[src/inc/uirq_pkg.sv]
/*
  Constants and types shared by the serial port interrupt block: identification
  codes, queue depth, threshold tables, serial timing counts and state codes.
  Assumes a queue depth of sixteen entries on both the transmit and receive side.
*/
`default_nettype none

package uirq_pkg;

  // ----------------------------------------------------------------------
  // Queue geometry
  // ----------------------------------------------------------------------
  localparam int unsigned LEVEL_W    = 5;
  localparam logic [4:0]  QUEUE_FULL = 5'h10;
  localparam logic [4:0]  LEVEL_ZERO = 5'h00;

  // ----------------------------------------------------------------------
  // Identification codes, highest priority first
  // ----------------------------------------------------------------------
  localparam logic [3:0] IID_NONE    = 4'h1;
  localparam logic [3:0] IID_LINE    = 4'h6;
  localparam logic [3:0] IID_RX_DATA = 4'h4;
  localparam logic [3:0] IID_TIMEOUT = 4'hc;
  localparam logic [3:0] IID_TX_EMPTY = 4'h2;
  localparam logic [3:0] IID_RSVD_LO = 4'h0;
  localparam logic [3:0] IID_RSVD_HI = 4'h7;

  // ----------------------------------------------------------------------
  // Transmit empty thresholds, selected by the two-bit threshold field
  // ----------------------------------------------------------------------
  localparam logic [1:0] THR_SEL_EMPTY   = 2'h0;
  localparam logic [1:0] THR_SEL_TWO     = 2'h1;
  localparam logic [1:0] THR_SEL_QUARTER = 2'h2;
  localparam logic [4:0] TX_THR_EMPTY    = 5'h00;
  localparam logic [4:0] TX_THR_TWO      = 5'h02;
  localparam logic [4:0] TX_THR_QUARTER  = 5'h04;
  localparam logic [4:0] TX_THR_HALF     = 5'h08;

  // ----------------------------------------------------------------------
  // Receive trigger levels, selected by the two-bit trigger field
  // ----------------------------------------------------------------------
  localparam logic [1:0] TRIG_SEL_ONE     = 2'h0;
  localparam logic [1:0] TRIG_SEL_QUARTER = 2'h1;
  localparam logic [1:0] TRIG_SEL_HALF    = 2'h2;
  localparam logic [4:0] RX_TRIG_ONE      = 5'h01;
  localparam logic [4:0] RX_TRIG_QUARTER  = 5'h04;
  localparam logic [4:0] RX_TRIG_HALF     = 5'h08;
  localparam logic [4:0] RX_TRIG_NEAR     = 5'h0e;

  // ----------------------------------------------------------------------
  // Serial timing, counted in baud clock ticks
  // ----------------------------------------------------------------------
  localparam int unsigned TICKS_PER_BIT  = 16;
  localparam int unsigned BITS_PER_CHAR  = 10;
  localparam int unsigned TIMEOUT_CHARS  = 4;
  localparam logic [9:0]  TIMEOUT_TICKS  =
    10'(TICKS_PER_BIT * BITS_PER_CHAR * TIMEOUT_CHARS);
  localparam logic [9:0]  TIMEOUT_RESET  = 10'h000;
  localparam logic [3:0]  SETTLE_TICKS   = 4'h8;
  localparam logic [3:0]  SETTLE_RESET   = 4'h0;
  localparam logic [15:0] DIV_RESET      = 16'h0000;
  localparam logic [15:0] DIV_ONE        = 16'h0001;

  // ----------------------------------------------------------------------
  // Serial side settle state
  // ----------------------------------------------------------------------
  typedef enum logic [0:0] {
    UIRQ_SETTLE = 1'b0,
    UIRQ_RUN    = 1'b1
  } uirq_sync_state_t;

endpackage : uirq_pkg

`default_nettype wire

[src/rtl/uirq_tick.sv]
/*
  Baud clock enable divider and serial side settle logic. The serial side runs
  on a one-cycle enable derived from the single clock; configuration is taken
  over on that enable. Assumes the divisor is stable except when software
  reconfigures, which is flagged by cfg_change.
*/
`default_nettype none

module uirq_tick (
  input  wire logic        clock,        // System clock.
  input  wire logic        srst,         // Synchronous reset, active high.
  input  wire logic [15:0] divisor,      // Clock cycles per baud tick.
  input  wire logic        cfg_change,   // Pulse: configuration changed.
  input  wire logic        fifo_enable,  // Queues enabled, bus side.
  output logic             baud_tick,    // Pulse: one baud clock.
  output logic             serial_ready, // Serial side has settled.
  output logic             ser_fifo_en   // Queues enabled, serial copy.
);

  logic [15:0]               div_cnt;
  logic [3:0]                settle_cnt;
  uirq_pkg::uirq_sync_state_t state;

  // ----------------------------------------------------------------------
  // Baud divider
  // ----------------------------------------------------------------------

  // Divides the clock down to a one-cycle baud enable.
  always_ff @(posedge clock)
  begin
    if (srst)
    begin
      div_cnt   <= uirq_pkg::DIV_RESET;
      baud_tick <= 1'b0;
    end
    else if (div_cnt + uirq_pkg::DIV_ONE >= divisor)
    begin
      div_cnt   <= uirq_pkg::DIV_RESET;
      baud_tick <= 1'b1;
    end
    else
    begin
      div_cnt   <= div_cnt + uirq_pkg::DIV_ONE;
      baud_tick <= 1'b0;
    end
  end

  // ----------------------------------------------------------------------
  // Settle sequencer
  // ----------------------------------------------------------------------

  // Restarts on a configuration change and runs again after eight baud ticks.
  always_ff @(posedge clock)
  begin
    if (srst)
    begin
      state      <= uirq_pkg::UIRQ_SETTLE;
      settle_cnt <= uirq_pkg::SETTLE_RESET;
    end
    else if (cfg_change)
    begin
      state      <= uirq_pkg::UIRQ_SETTLE;
      settle_cnt <= uirq_pkg::SETTLE_RESET;
    end
    else
    begin
      case (state)
        uirq_pkg::UIRQ_SETTLE:
        begin
          if (baud_tick)
          begin
            settle_cnt <= settle_cnt + 4'h1;
            if (settle_cnt + 4'h1 == uirq_pkg::SETTLE_TICKS)
            begin
              state <= uirq_pkg::UIRQ_RUN;
            end
          end
        end
        uirq_pkg::UIRQ_RUN:
        begin
          settle_cnt <= uirq_pkg::SETTLE_RESET;
        end
        default:
        begin
          state <= uirq_pkg::UIRQ_SETTLE;
        end
      endcase
    end
  end

  // Serial side copy of the queue enable, taken over on the baud enable.
  always_ff @(posedge clock)
  begin
    if (srst)
    begin
      ser_fifo_en  <= 1'b0;
      serial_ready <= 1'b0;
    end
    else
    begin
      serial_ready <= (state == uirq_pkg::UIRQ_RUN) && !cfg_change;
      if (baud_tick)
      begin
        ser_fifo_en <= fifo_enable;
      end
    end
  end
endmodule : uirq_tick

`default_nettype wire

[src/rtl/uirq_timeout.sv]
/*
  Character timeout detector. Counts baud ticks while the receive queue holds
  data and sees no push and no read. Assumes baud_tick is a one-cycle enable
  at sixteen ticks per serial bit.
*/
`default_nettype none

module uirq_timeout (
  input  wire logic clock,        // System clock.
  input  wire logic srst,         // Synchronous reset, active high.
  input  wire logic baud_tick,    // Pulse: one baud clock.
  input  wire logic run,          // Serial side settled.
  input  wire logic fifo_en,      // Queues enabled, serial copy.
  input  wire logic rx_push,      // Pulse: character entered the queue.
  input  wire logic rbr_read,     // Pulse: receive buffer read.
  input  wire logic rx_nonempty,  // Receive queue holds a character.
  output logic      timeout_pend  // Timeout pending, level.
);

  logic [9:0] idle_cnt;
  logic       quiet;
  logic       expire;

  // Queue is idle: data present, enabled, no traffic this cycle.
  assign quiet  = run && fifo_en && rx_nonempty && !rx_push && !rbr_read;
  assign expire = quiet && baud_tick && (idle_cnt + 10'h001 == uirq_pkg::TIMEOUT_TICKS);

  // Counts four character times of idle queue in baud ticks.
  always_ff @(posedge clock)
  begin
    if (srst || !quiet)
    begin
      idle_cnt <= uirq_pkg::TIMEOUT_RESET;
    end
    else if (baud_tick && !expire)
    begin
      idle_cnt <= idle_cnt + 10'h001;
    end
  end

  // Pending flag: expiry sets it, a receive buffer read clears it.
  always_ff @(posedge clock)
  begin
    if (srst)
    begin
      timeout_pend <= 1'b0;
    end
    else if (expire)
    begin
      timeout_pend <= 1'b1;
    end
    else if (rbr_read || !fifo_en)
    begin
      timeout_pend <= 1'b0;
    end
  end
endmodule : uirq_timeout

`default_nettype wire

[src/rtl/uirq_top.sv]
/*
  Interrupt generation and prioritisation of a serial port, with the
  programmable transmit empty threshold mode and the serial side settle.
  Assumes the queues, receiver and register decode live outside and report
  their events as one-cycle pulses and their fill levels as counts.
*/
`default_nettype none

module uirq_top (
  input  wire logic        clock,           // System clock, 200 MHz.
  input  wire logic        srst,            // Synchronous reset, active high.
  input  wire logic        ier_rx_err_en,   // Enable line status interrupt.
  input  wire logic        ier_rx_avail_en, // Enable receive data interrupt.
  input  wire logic        ier_timeout_en,  // Enable character timeout interrupt.
  input  wire logic        ier_tx_holding_empty_en,     // Enable transmit empty interrupt.
  input  wire logic        ier_tx_holding_empty_mode,   // Threshold mode select, enable bit 7.
  input  wire logic        fifo_enable,     // Queues enabled, control bit 0.
  input  wire logic [1:0]  tx_threshold,    // Transmit threshold, control bits 5:4.
  input  wire logic [1:0]  rx_trigger,      // Receive trigger, control bits 7:6.
  input  wire logic [15:0] divisor,         // Clock cycles per baud tick.
  input  wire logic        rx_line_err,     // Pulse: overrun, parity, framing, break.
  input  wire logic        lsr_read,        // Pulse: line status register read.
  input  wire logic        rbr_read,        // Pulse: receive buffer read.
  input  wire logic        iir_read,        // Pulse: identification register read.
  input  wire logic        thr_write,       // Pulse: holding register write.
  input  wire logic        rx_push,         // Pulse: character entered receive queue.
  input  wire logic [4:0]  rx_level,        // Receive queue fill, or 0/1 without queue.
  input  wire logic [4:0]  tx_level,        // Transmit queue fill, or 0/1 without queue.
  output logic             irq,             // Interrupt request, active high.
  output logic [3:0]       irq_ident,       // Identification field, bits 3:0.
  output logic             tx_status_bit,   // Line status bit 5.
  output logic             serial_ready     // Serial side settled, traffic allowed.
);

  // ----------------------------------------------------------------------
  // Declarations
  // ----------------------------------------------------------------------
  logic [21:0] cfg_now;
  logic [21:0] cfg_q;
  logic        cfg_change;
  logic        baud_tick;
  logic        ser_fifo_en;
  logic        timeout_pend;
  logic        tx_holding_empty_mode_on;
  logic [4:0]  tx_thr;
  logic [4:0]  rx_trig;
  logic        tx_holding_empty_cond;
  logic        tx_holding_empty_cond_q;
  logic        tx_holding_empty_set;
  logic        tx_holding_empty_pend;
  logic        line_pend;
  logic        rx_data_cond;
  logic        line_act;
  logic        rx_data_act;
  logic        timeout_act;
  logic        tx_holding_empty_act;
  logic        any_act;
  logic [3:0]  next_ident;
  logic        next_tx_status;

  // ----------------------------------------------------------------------
  // Configuration tracking and serial side
  // ----------------------------------------------------------------------

  // A change in any serial-relevant setting restarts the serial side.
  assign cfg_now    = {fifo_enable, ier_tx_holding_empty_mode, tx_threshold, rx_trigger, divisor};
  assign cfg_change = (cfg_now != cfg_q);

  // Holds the last seen configuration.
  always_ff @(posedge clock)
  begin
    if (srst)
    begin
      cfg_q <= 22'h000000;
    end
    else
    begin
      cfg_q <= cfg_now;
    end
  end

  uirq_tick u_tick (
    .clock        (clock),
    .srst         (srst),
    .divisor      (divisor),
    .cfg_change   (cfg_change),
    .fifo_enable  (fifo_enable),
    .baud_tick    (baud_tick),
    .serial_ready (serial_ready),
    .ser_fifo_en  (ser_fifo_en)
  );

  uirq_timeout u_timeout (
    .clock        (clock),
    .srst         (srst),
    .baud_tick    (baud_tick),
    .run          (serial_ready),
    .fifo_en      (ser_fifo_en),
    .rx_push      (rx_push),
    .rbr_read     (rbr_read),
    .rx_nonempty  (rx_level != uirq_pkg::LEVEL_ZERO),
    .timeout_pend (timeout_pend)
  );

  // ----------------------------------------------------------------------
  // Threshold mode and level decode
  // ----------------------------------------------------------------------

  // Threshold mode needs both the select bit and enabled queues.
  assign tx_holding_empty_mode_on = ier_tx_holding_empty_mode && fifo_enable;

  // Threshold and trigger tables.
  always_comb
  begin
    case (tx_threshold)
      uirq_pkg::THR_SEL_EMPTY:   tx_thr = uirq_pkg::TX_THR_EMPTY;
      uirq_pkg::THR_SEL_TWO:     tx_thr = uirq_pkg::TX_THR_TWO;
      uirq_pkg::THR_SEL_QUARTER: tx_thr = uirq_pkg::TX_THR_QUARTER;
      default:                   tx_thr = uirq_pkg::TX_THR_HALF;
    endcase
    case (rx_trigger)
      uirq_pkg::TRIG_SEL_ONE:     rx_trig = uirq_pkg::RX_TRIG_ONE;
      uirq_pkg::TRIG_SEL_QUARTER: rx_trig = uirq_pkg::RX_TRIG_QUARTER;
      uirq_pkg::TRIG_SEL_HALF:    rx_trig = uirq_pkg::RX_TRIG_HALF;
      default:                    rx_trig = uirq_pkg::RX_TRIG_NEAR;
    endcase
  end

  // Transmit empty condition and status bit 5 in either mode.
  assign tx_holding_empty_cond = tx_holding_empty_mode_on ? (tx_level <= tx_thr)
                                  : (tx_level == uirq_pkg::LEVEL_ZERO);
  assign next_tx_status = tx_holding_empty_mode_on ? (tx_level == uirq_pkg::QUEUE_FULL)
                                       : (tx_level == uirq_pkg::LEVEL_ZERO);
  assign tx_holding_empty_set = tx_holding_empty_cond && !tx_holding_empty_cond_q;

  // Receive data: any character without queues, trigger level with them.
  assign rx_data_cond = fifo_enable ? (rx_level >= rx_trig)
                                    : (rx_level != uirq_pkg::LEVEL_ZERO);

  // ----------------------------------------------------------------------
  // Pending flags
  // ----------------------------------------------------------------------

  // Line status: an error sets it, a status read clears it; set wins.
  always_ff @(posedge clock)
  begin
    if (srst)
    begin
      line_pend <= 1'b0;
    end
    else if (rx_line_err)
    begin
      line_pend <= 1'b1;
    end
    else if (lsr_read)
    begin
      line_pend <= 1'b0;
    end
  end

  // Transmit empty: rises on entering the condition; cleared by an
  // identification read while reported, a write outside threshold mode, or leaving the condition.
  always_ff @(posedge clock)
  begin
    if (srst)
    begin
      tx_holding_empty_cond_q <= 1'b0;
      tx_holding_empty_pend   <= 1'b0;
    end
    else
    begin
      tx_holding_empty_cond_q <= tx_holding_empty_cond;
      if (tx_holding_empty_set)
      begin
        tx_holding_empty_pend <= 1'b1;
      end
      else if (!tx_holding_empty_cond || (thr_write && !tx_holding_empty_mode_on) ||
               (iir_read && irq_ident == uirq_pkg::IID_TX_EMPTY))
      begin
        tx_holding_empty_pend <= 1'b0;
      end
    end
  end

  // ----------------------------------------------------------------------
  // Priority and outputs
  // ----------------------------------------------------------------------

  // Enabled and active sources.
  assign line_act    = line_pend && ier_rx_err_en;
  assign rx_data_act = rx_data_cond && ier_rx_avail_en;
  assign timeout_act = timeout_pend && ier_timeout_en && fifo_enable;
  assign tx_holding_empty_act    = tx_holding_empty_pend && ier_tx_holding_empty_en;
  assign any_act     = line_act || rx_data_act || timeout_act || tx_holding_empty_act;

  // Highest pending source wins; reserved codes are never produced.
  always_comb
  begin
    if (line_act)
    begin
      next_ident = uirq_pkg::IID_LINE;
    end
    else if (rx_data_act)
    begin
      next_ident = uirq_pkg::IID_RX_DATA;
    end
    else if (timeout_act)
    begin
      next_ident = uirq_pkg::IID_TIMEOUT;
    end
    else if (tx_holding_empty_act)
    begin
      next_ident = uirq_pkg::IID_TX_EMPTY;
    end
    else
    begin
      next_ident = uirq_pkg::IID_NONE;
    end
  end

  // Registered outputs.
  always_ff @(posedge clock)
  begin
    if (srst)
    begin
      irq           <= 1'b0;
      irq_ident     <= uirq_pkg::IID_NONE;
      tx_status_bit <= 1'b1;
    end
    else
    begin
      irq           <= any_act;
      irq_ident     <= next_ident;
      tx_status_bit <= next_tx_status;
    end
  end
endmodule : uirq_top

`default_nettype wire

[config.mk]
export PLATFORM = sky130hd
export DESIGN_NAME = uirq_top
export DESIGN_NICKNAME = d
export VERILOG_FILES = /design/src/inc/uirq_pkg.sv /design/src/rtl/uirq_tick.sv /design/src/rtl/uirq_timeout.sv /design/src/rtl/uirq_top.sv
export SDC_FILE = /design/constraint.sdc
export NUM_CORES = 1
export LEC_CHECK = 0
export CORE_MARGIN = 2
export CORE_UTILIZATION = 40
export DETAILED_ROUTE_END_ITERATION = 12
export DONT_BUFFER_PORTS = 1
export SLEW_MARGIN = 20
export SYNTH_ARGS = -nofsm -noshare
export SYNTH_HDL_FRONTEND = slang
export SYNTH_SLANG_ARGS = --single-unit
[constraint.sdc]
create_clock -name clock -period 7.55 [get_ports clock]
set_clock_uncertainty 0.05 [all_clocks]
set_input_delay 1.51 -clock clock [delete_from_list [all_inputs] [get_ports clock]]
set_output_delay 1.51 -clock clock [all_outputs]
set_load 0.02 [all_outputs]
==> metrics.md <==
| Metric | Value |
|---|---|
| Clock group share of total power | `between 40% and 50%` |
| Top post-synthesis cells by area | `dfxtp_1 37%, ha_1 9.9%, xor2_1 6.4%, xnor2_1 5.4%, nor2_1 4.6%` |
| Status | `complete, no violations` |
| Synth-to-layout area growth | `10.3%` |
| Leak pwr | `1.60 nW` |
| VDD IR max | `0.109 mV` |
| Final Hold Viols | `0` |
| Fmax | `between 0.2 and 0.3 GHz` |
| Vias in the first global route | `around 2,700` |
| Sequential Power Share | `45.5%` |
| EDFF count, synth | `0` |
| # DRC | `0` |
| Setup ws final | `4.17 ns` |
| Relative slew margins | `about a quarter` |
| RSZ-0062 raised after global routing | `false` |
| Final HPWL from detailed placement | `5640 microns` |
| Avg WL per Cell | `14.6 microns` |
| Synth Register Bits | `66` |
| Net load switching power | `171 uW` |
| Gr ovfl total | `0` |
| GPL Wtd Cong | `0.797` |
| Most used DFF post-synth | `dfxtp_1` |
| CP required | `approximately 7.7 ns` |
| # diodes | `0` |
| Effective utilization at floorplan | `41.0%` |
| Min-Delay Path Class | `flop to flop` |
| Chip Height | `98.1 microns` |
| WL final | `7590 microns` |
| Int Power | `633 uW` |
| Post-synthesis sequential area ratio | `37.3%` |
| H-tree depth | `3` |
| Syn Inst Count | `406` |
| Routed Antenna Nets | `0` |
| Die area | `approximately 0.0096 sq mm` |
| Tcrit/Tclk final | `between 40% and 50%` |
| Post-DR vias/cell | `about 5.3` |
| Arrival @ worst endpoint | `between 3 and 4 ns` |
| First-pass DRT Iterations | `4` |
| Syn. warnings | `0` |
| Combinational Power Share | `approximately 5.6%` |
| Finished Core Util | `between 40% and 50%` |
| Share of layout cells above drive strength 1 | `6.81%` |
| # nets final | `478` |
| # fillers | `839` |
| Ports | `between 50 and 60` |
| Root Driver | `clkbuf_8` |
| Die Width | `98.1 microns` |
| Hold-fix buffers at CTS | `0` |
| Rows | `34` |
| PwrDens | `between 200 and 250 mW/mm^2` |
| CTS tree | `done` |
| Post-synth top area cell | `dfxtp_1` |
| Iter 0 DRT Violations | `101` |
| Initial antenna violation count | `0` |
| CTS sink cnt | `66` |
| Final-report max-slew violation count | `0` |
| Syn nets | `approximately 480` |
| Top cell type's share of synthesized area | `37.3%` |
| Total CTS buffers | `9` |
| CP endpoint kind | `flop` |
| Crit path time final | `3.38 ns` |
| Total number of vias | `about 2,800` |
| Total Routing Usage GR | `16.8%` |
| Port-buffer cells | `0` |
| CORE AREA | `0.00864 sq mm` |
| CP max FO | `17` |
| Setup Buffers After CTS | `0` |
| Worst slack at placement | `around 4.0 ns` |
| Setup total negative slack | `0 ns` |
| Synth async-reset ratio | `0%` |
| First-pass GRT wire length | `12,900 microns` |
| Clock tree buffer depth | `2` |
| Mapped cell area | `0.00354 sq mm` |
| # resized after CTS | `0` |
| Critical path class | `flop to flop` |
| Sw Ratio | `21.3%` |
| Worst-Margin Slew | `1.11 ns` |
| Startpoint Class | `flop` |
| Total of max-cap violations | `0` |
| Syn_area_per_cell | `around 8.7 sq um` |
| Final setup fails | `0` |
| CTS clk-pin slew, worst paths | `0.07 ns` |
| Clk Latency, worst-skew pair | `0.34 ns` |
| Distinct cell type count after synthesis | `around 50` |
| Largest net degree at the start of global routing | `45` |
[final timing paths]
check | start | end | slack [ns] | cells after the start
setup / recovery | u_tick.div_cnt[2] | u_tick.div_cnt[11] | 4.17 | 13
hold / removal | tx_holding_empty_cond_q | tx_holding_empty_pend | 0.38 | 1
setup reg to reg | u_tick.div_cnt[2] | u_tick.div_cnt[11] | 4.17 | 13
hold reg to reg | tx_holding_empty_cond_q | tx_holding_empty_pend | 0.38 | 1
[cell families after synthesis]
group / after synthesis / synth area share [%]
AOI/OAI and AO/OA: 67 / 13.3
xor gates and xnor gates: 48 / 11.9
adders and majority gates: 28 / 9.90
buffers and inverters: 42 / 4.46
DFF: 66 / 37.3
muxes: 4 / 1.13
and+or+nand+nor: 151 / 22.0
[placed cells by master (no fill, tap or decap), types with 2 or more instances in the layout]
master,count
nor4_1,5
o21ai_1,2
nor3_1,6
nand3_1,17
a31o_2,2
o21ai_2,2
inv_1,31
xnor2_1,22
ha_1,28
nand3b_1,2
a21o_1,8
bufinv_16,4
xor2_1,26
dfxtp_1,66
o21ai_0,3
a211oi_1,12
nand4_1,10
a31oi_1,4
nor2b_1,9
and4_1,3
nand2_1,32
and3_1,2
mux2i_1,4
nand2b_1,12
a2111oi_0,4
o21a_1,3
clkbuf_8,9
a21oi_1,16
nor2_1,43
[power by group through the flow]
| stage | Sequential (mW) | Combinational (mW) | Clock [mW] |
|---|---|---|---|
| after floorplan | 0.373 | 0.0393 | 0 |
| after detailed placement | 0.374 | 0.0456 | 0 |
| final | 0.366 | 0.0453 | 0.393 |
| after global placement | 0.374 | 0.0442 | 0 |
| after CTS | 0.366 | 0.0459 | 0.401 |
| after global routing | 0.367 | 0.0527 | 0.415 |
[cells in the mapped netlist, types with 11 or more instances]
library cell	number
a211oi_1	12
a21oi_1	16
clkbuf_1	11
dfxtp_1	66
ha_1	28
inv_1	31
nand2_1	32
nand2b_1	12
nand3_1	17
nor2_1	43
xnor2_1	22
xor2_1	26
[stage by stage]
stage | area, sq um | instances | power (mW) | hold WS [ns]
6_report | 3900 | 519 | 0.804 | 0.381
5_1_grt | 3900 | 519 | 0.834 | 0.409
4_1_cts | 3900 | 519 | 0.812 | 0.379
3_5_place_dp | 3630 | 503 | 0.420 | 0.369
3_3_place_gp | 3630 | 503 | 0.418 | 0.355
2_1_floorplan | 3540 | 406 | 0.412 | 0.350
[area by class of cell]
cell class                      instances  area, sq um  area share, %
Multi-Input combinational cell        298         2060           52.9
Clock buffer                            9          124           3.18
Clock inverter                          7          141           3.62
Inverter                               31          116           2.98
Sequential cell                        66         1320           33.9
Tap cell                              108          135           3.46
[critical path, cell delays in order (launching register included)]
cell and delay, ns:
dfxtp_1 0.41, and4_1 0.27, nand4_1 0.30, inv_1 0.12, nand3_1 0.09, xor2_1 0.22
inv_1 0.07, ha_1 0.29, a21o_1 0.11, a21o_1 0.11, a21oi_1 0.07, o21ai_1 0.83
nand2b_1 0.21, a211oi_1 0.05
[routing by layer]
layer | wire length (microns) | GRT usage (%)
met1 | 3590 | 21.5
met3 | 461 | 5.23
met5 | 0 | 0
met2 | 3450 | 26.3
met4 | 89 | 6.52
[sequential cells by signal (all words and copies together) (netlist names)]
register,cells
u_tick.serial_ready,1
tx_holding_empty_cond_q,1
u_tick.baud_tick,1
u_tick.settle_cnt,4
u_tick.ser_fifo_en,1
u_timeout.timeout_pend,1
line_pend,1
u_tick.state,1
irq,1
irq_ident,4
cfg_q,22
u_tick.div_cnt,16
u_timeout.idle_cnt,10
tx_holding_empty_pend,1
tx_status_bit,1
(Power assumes the default switching activity.)
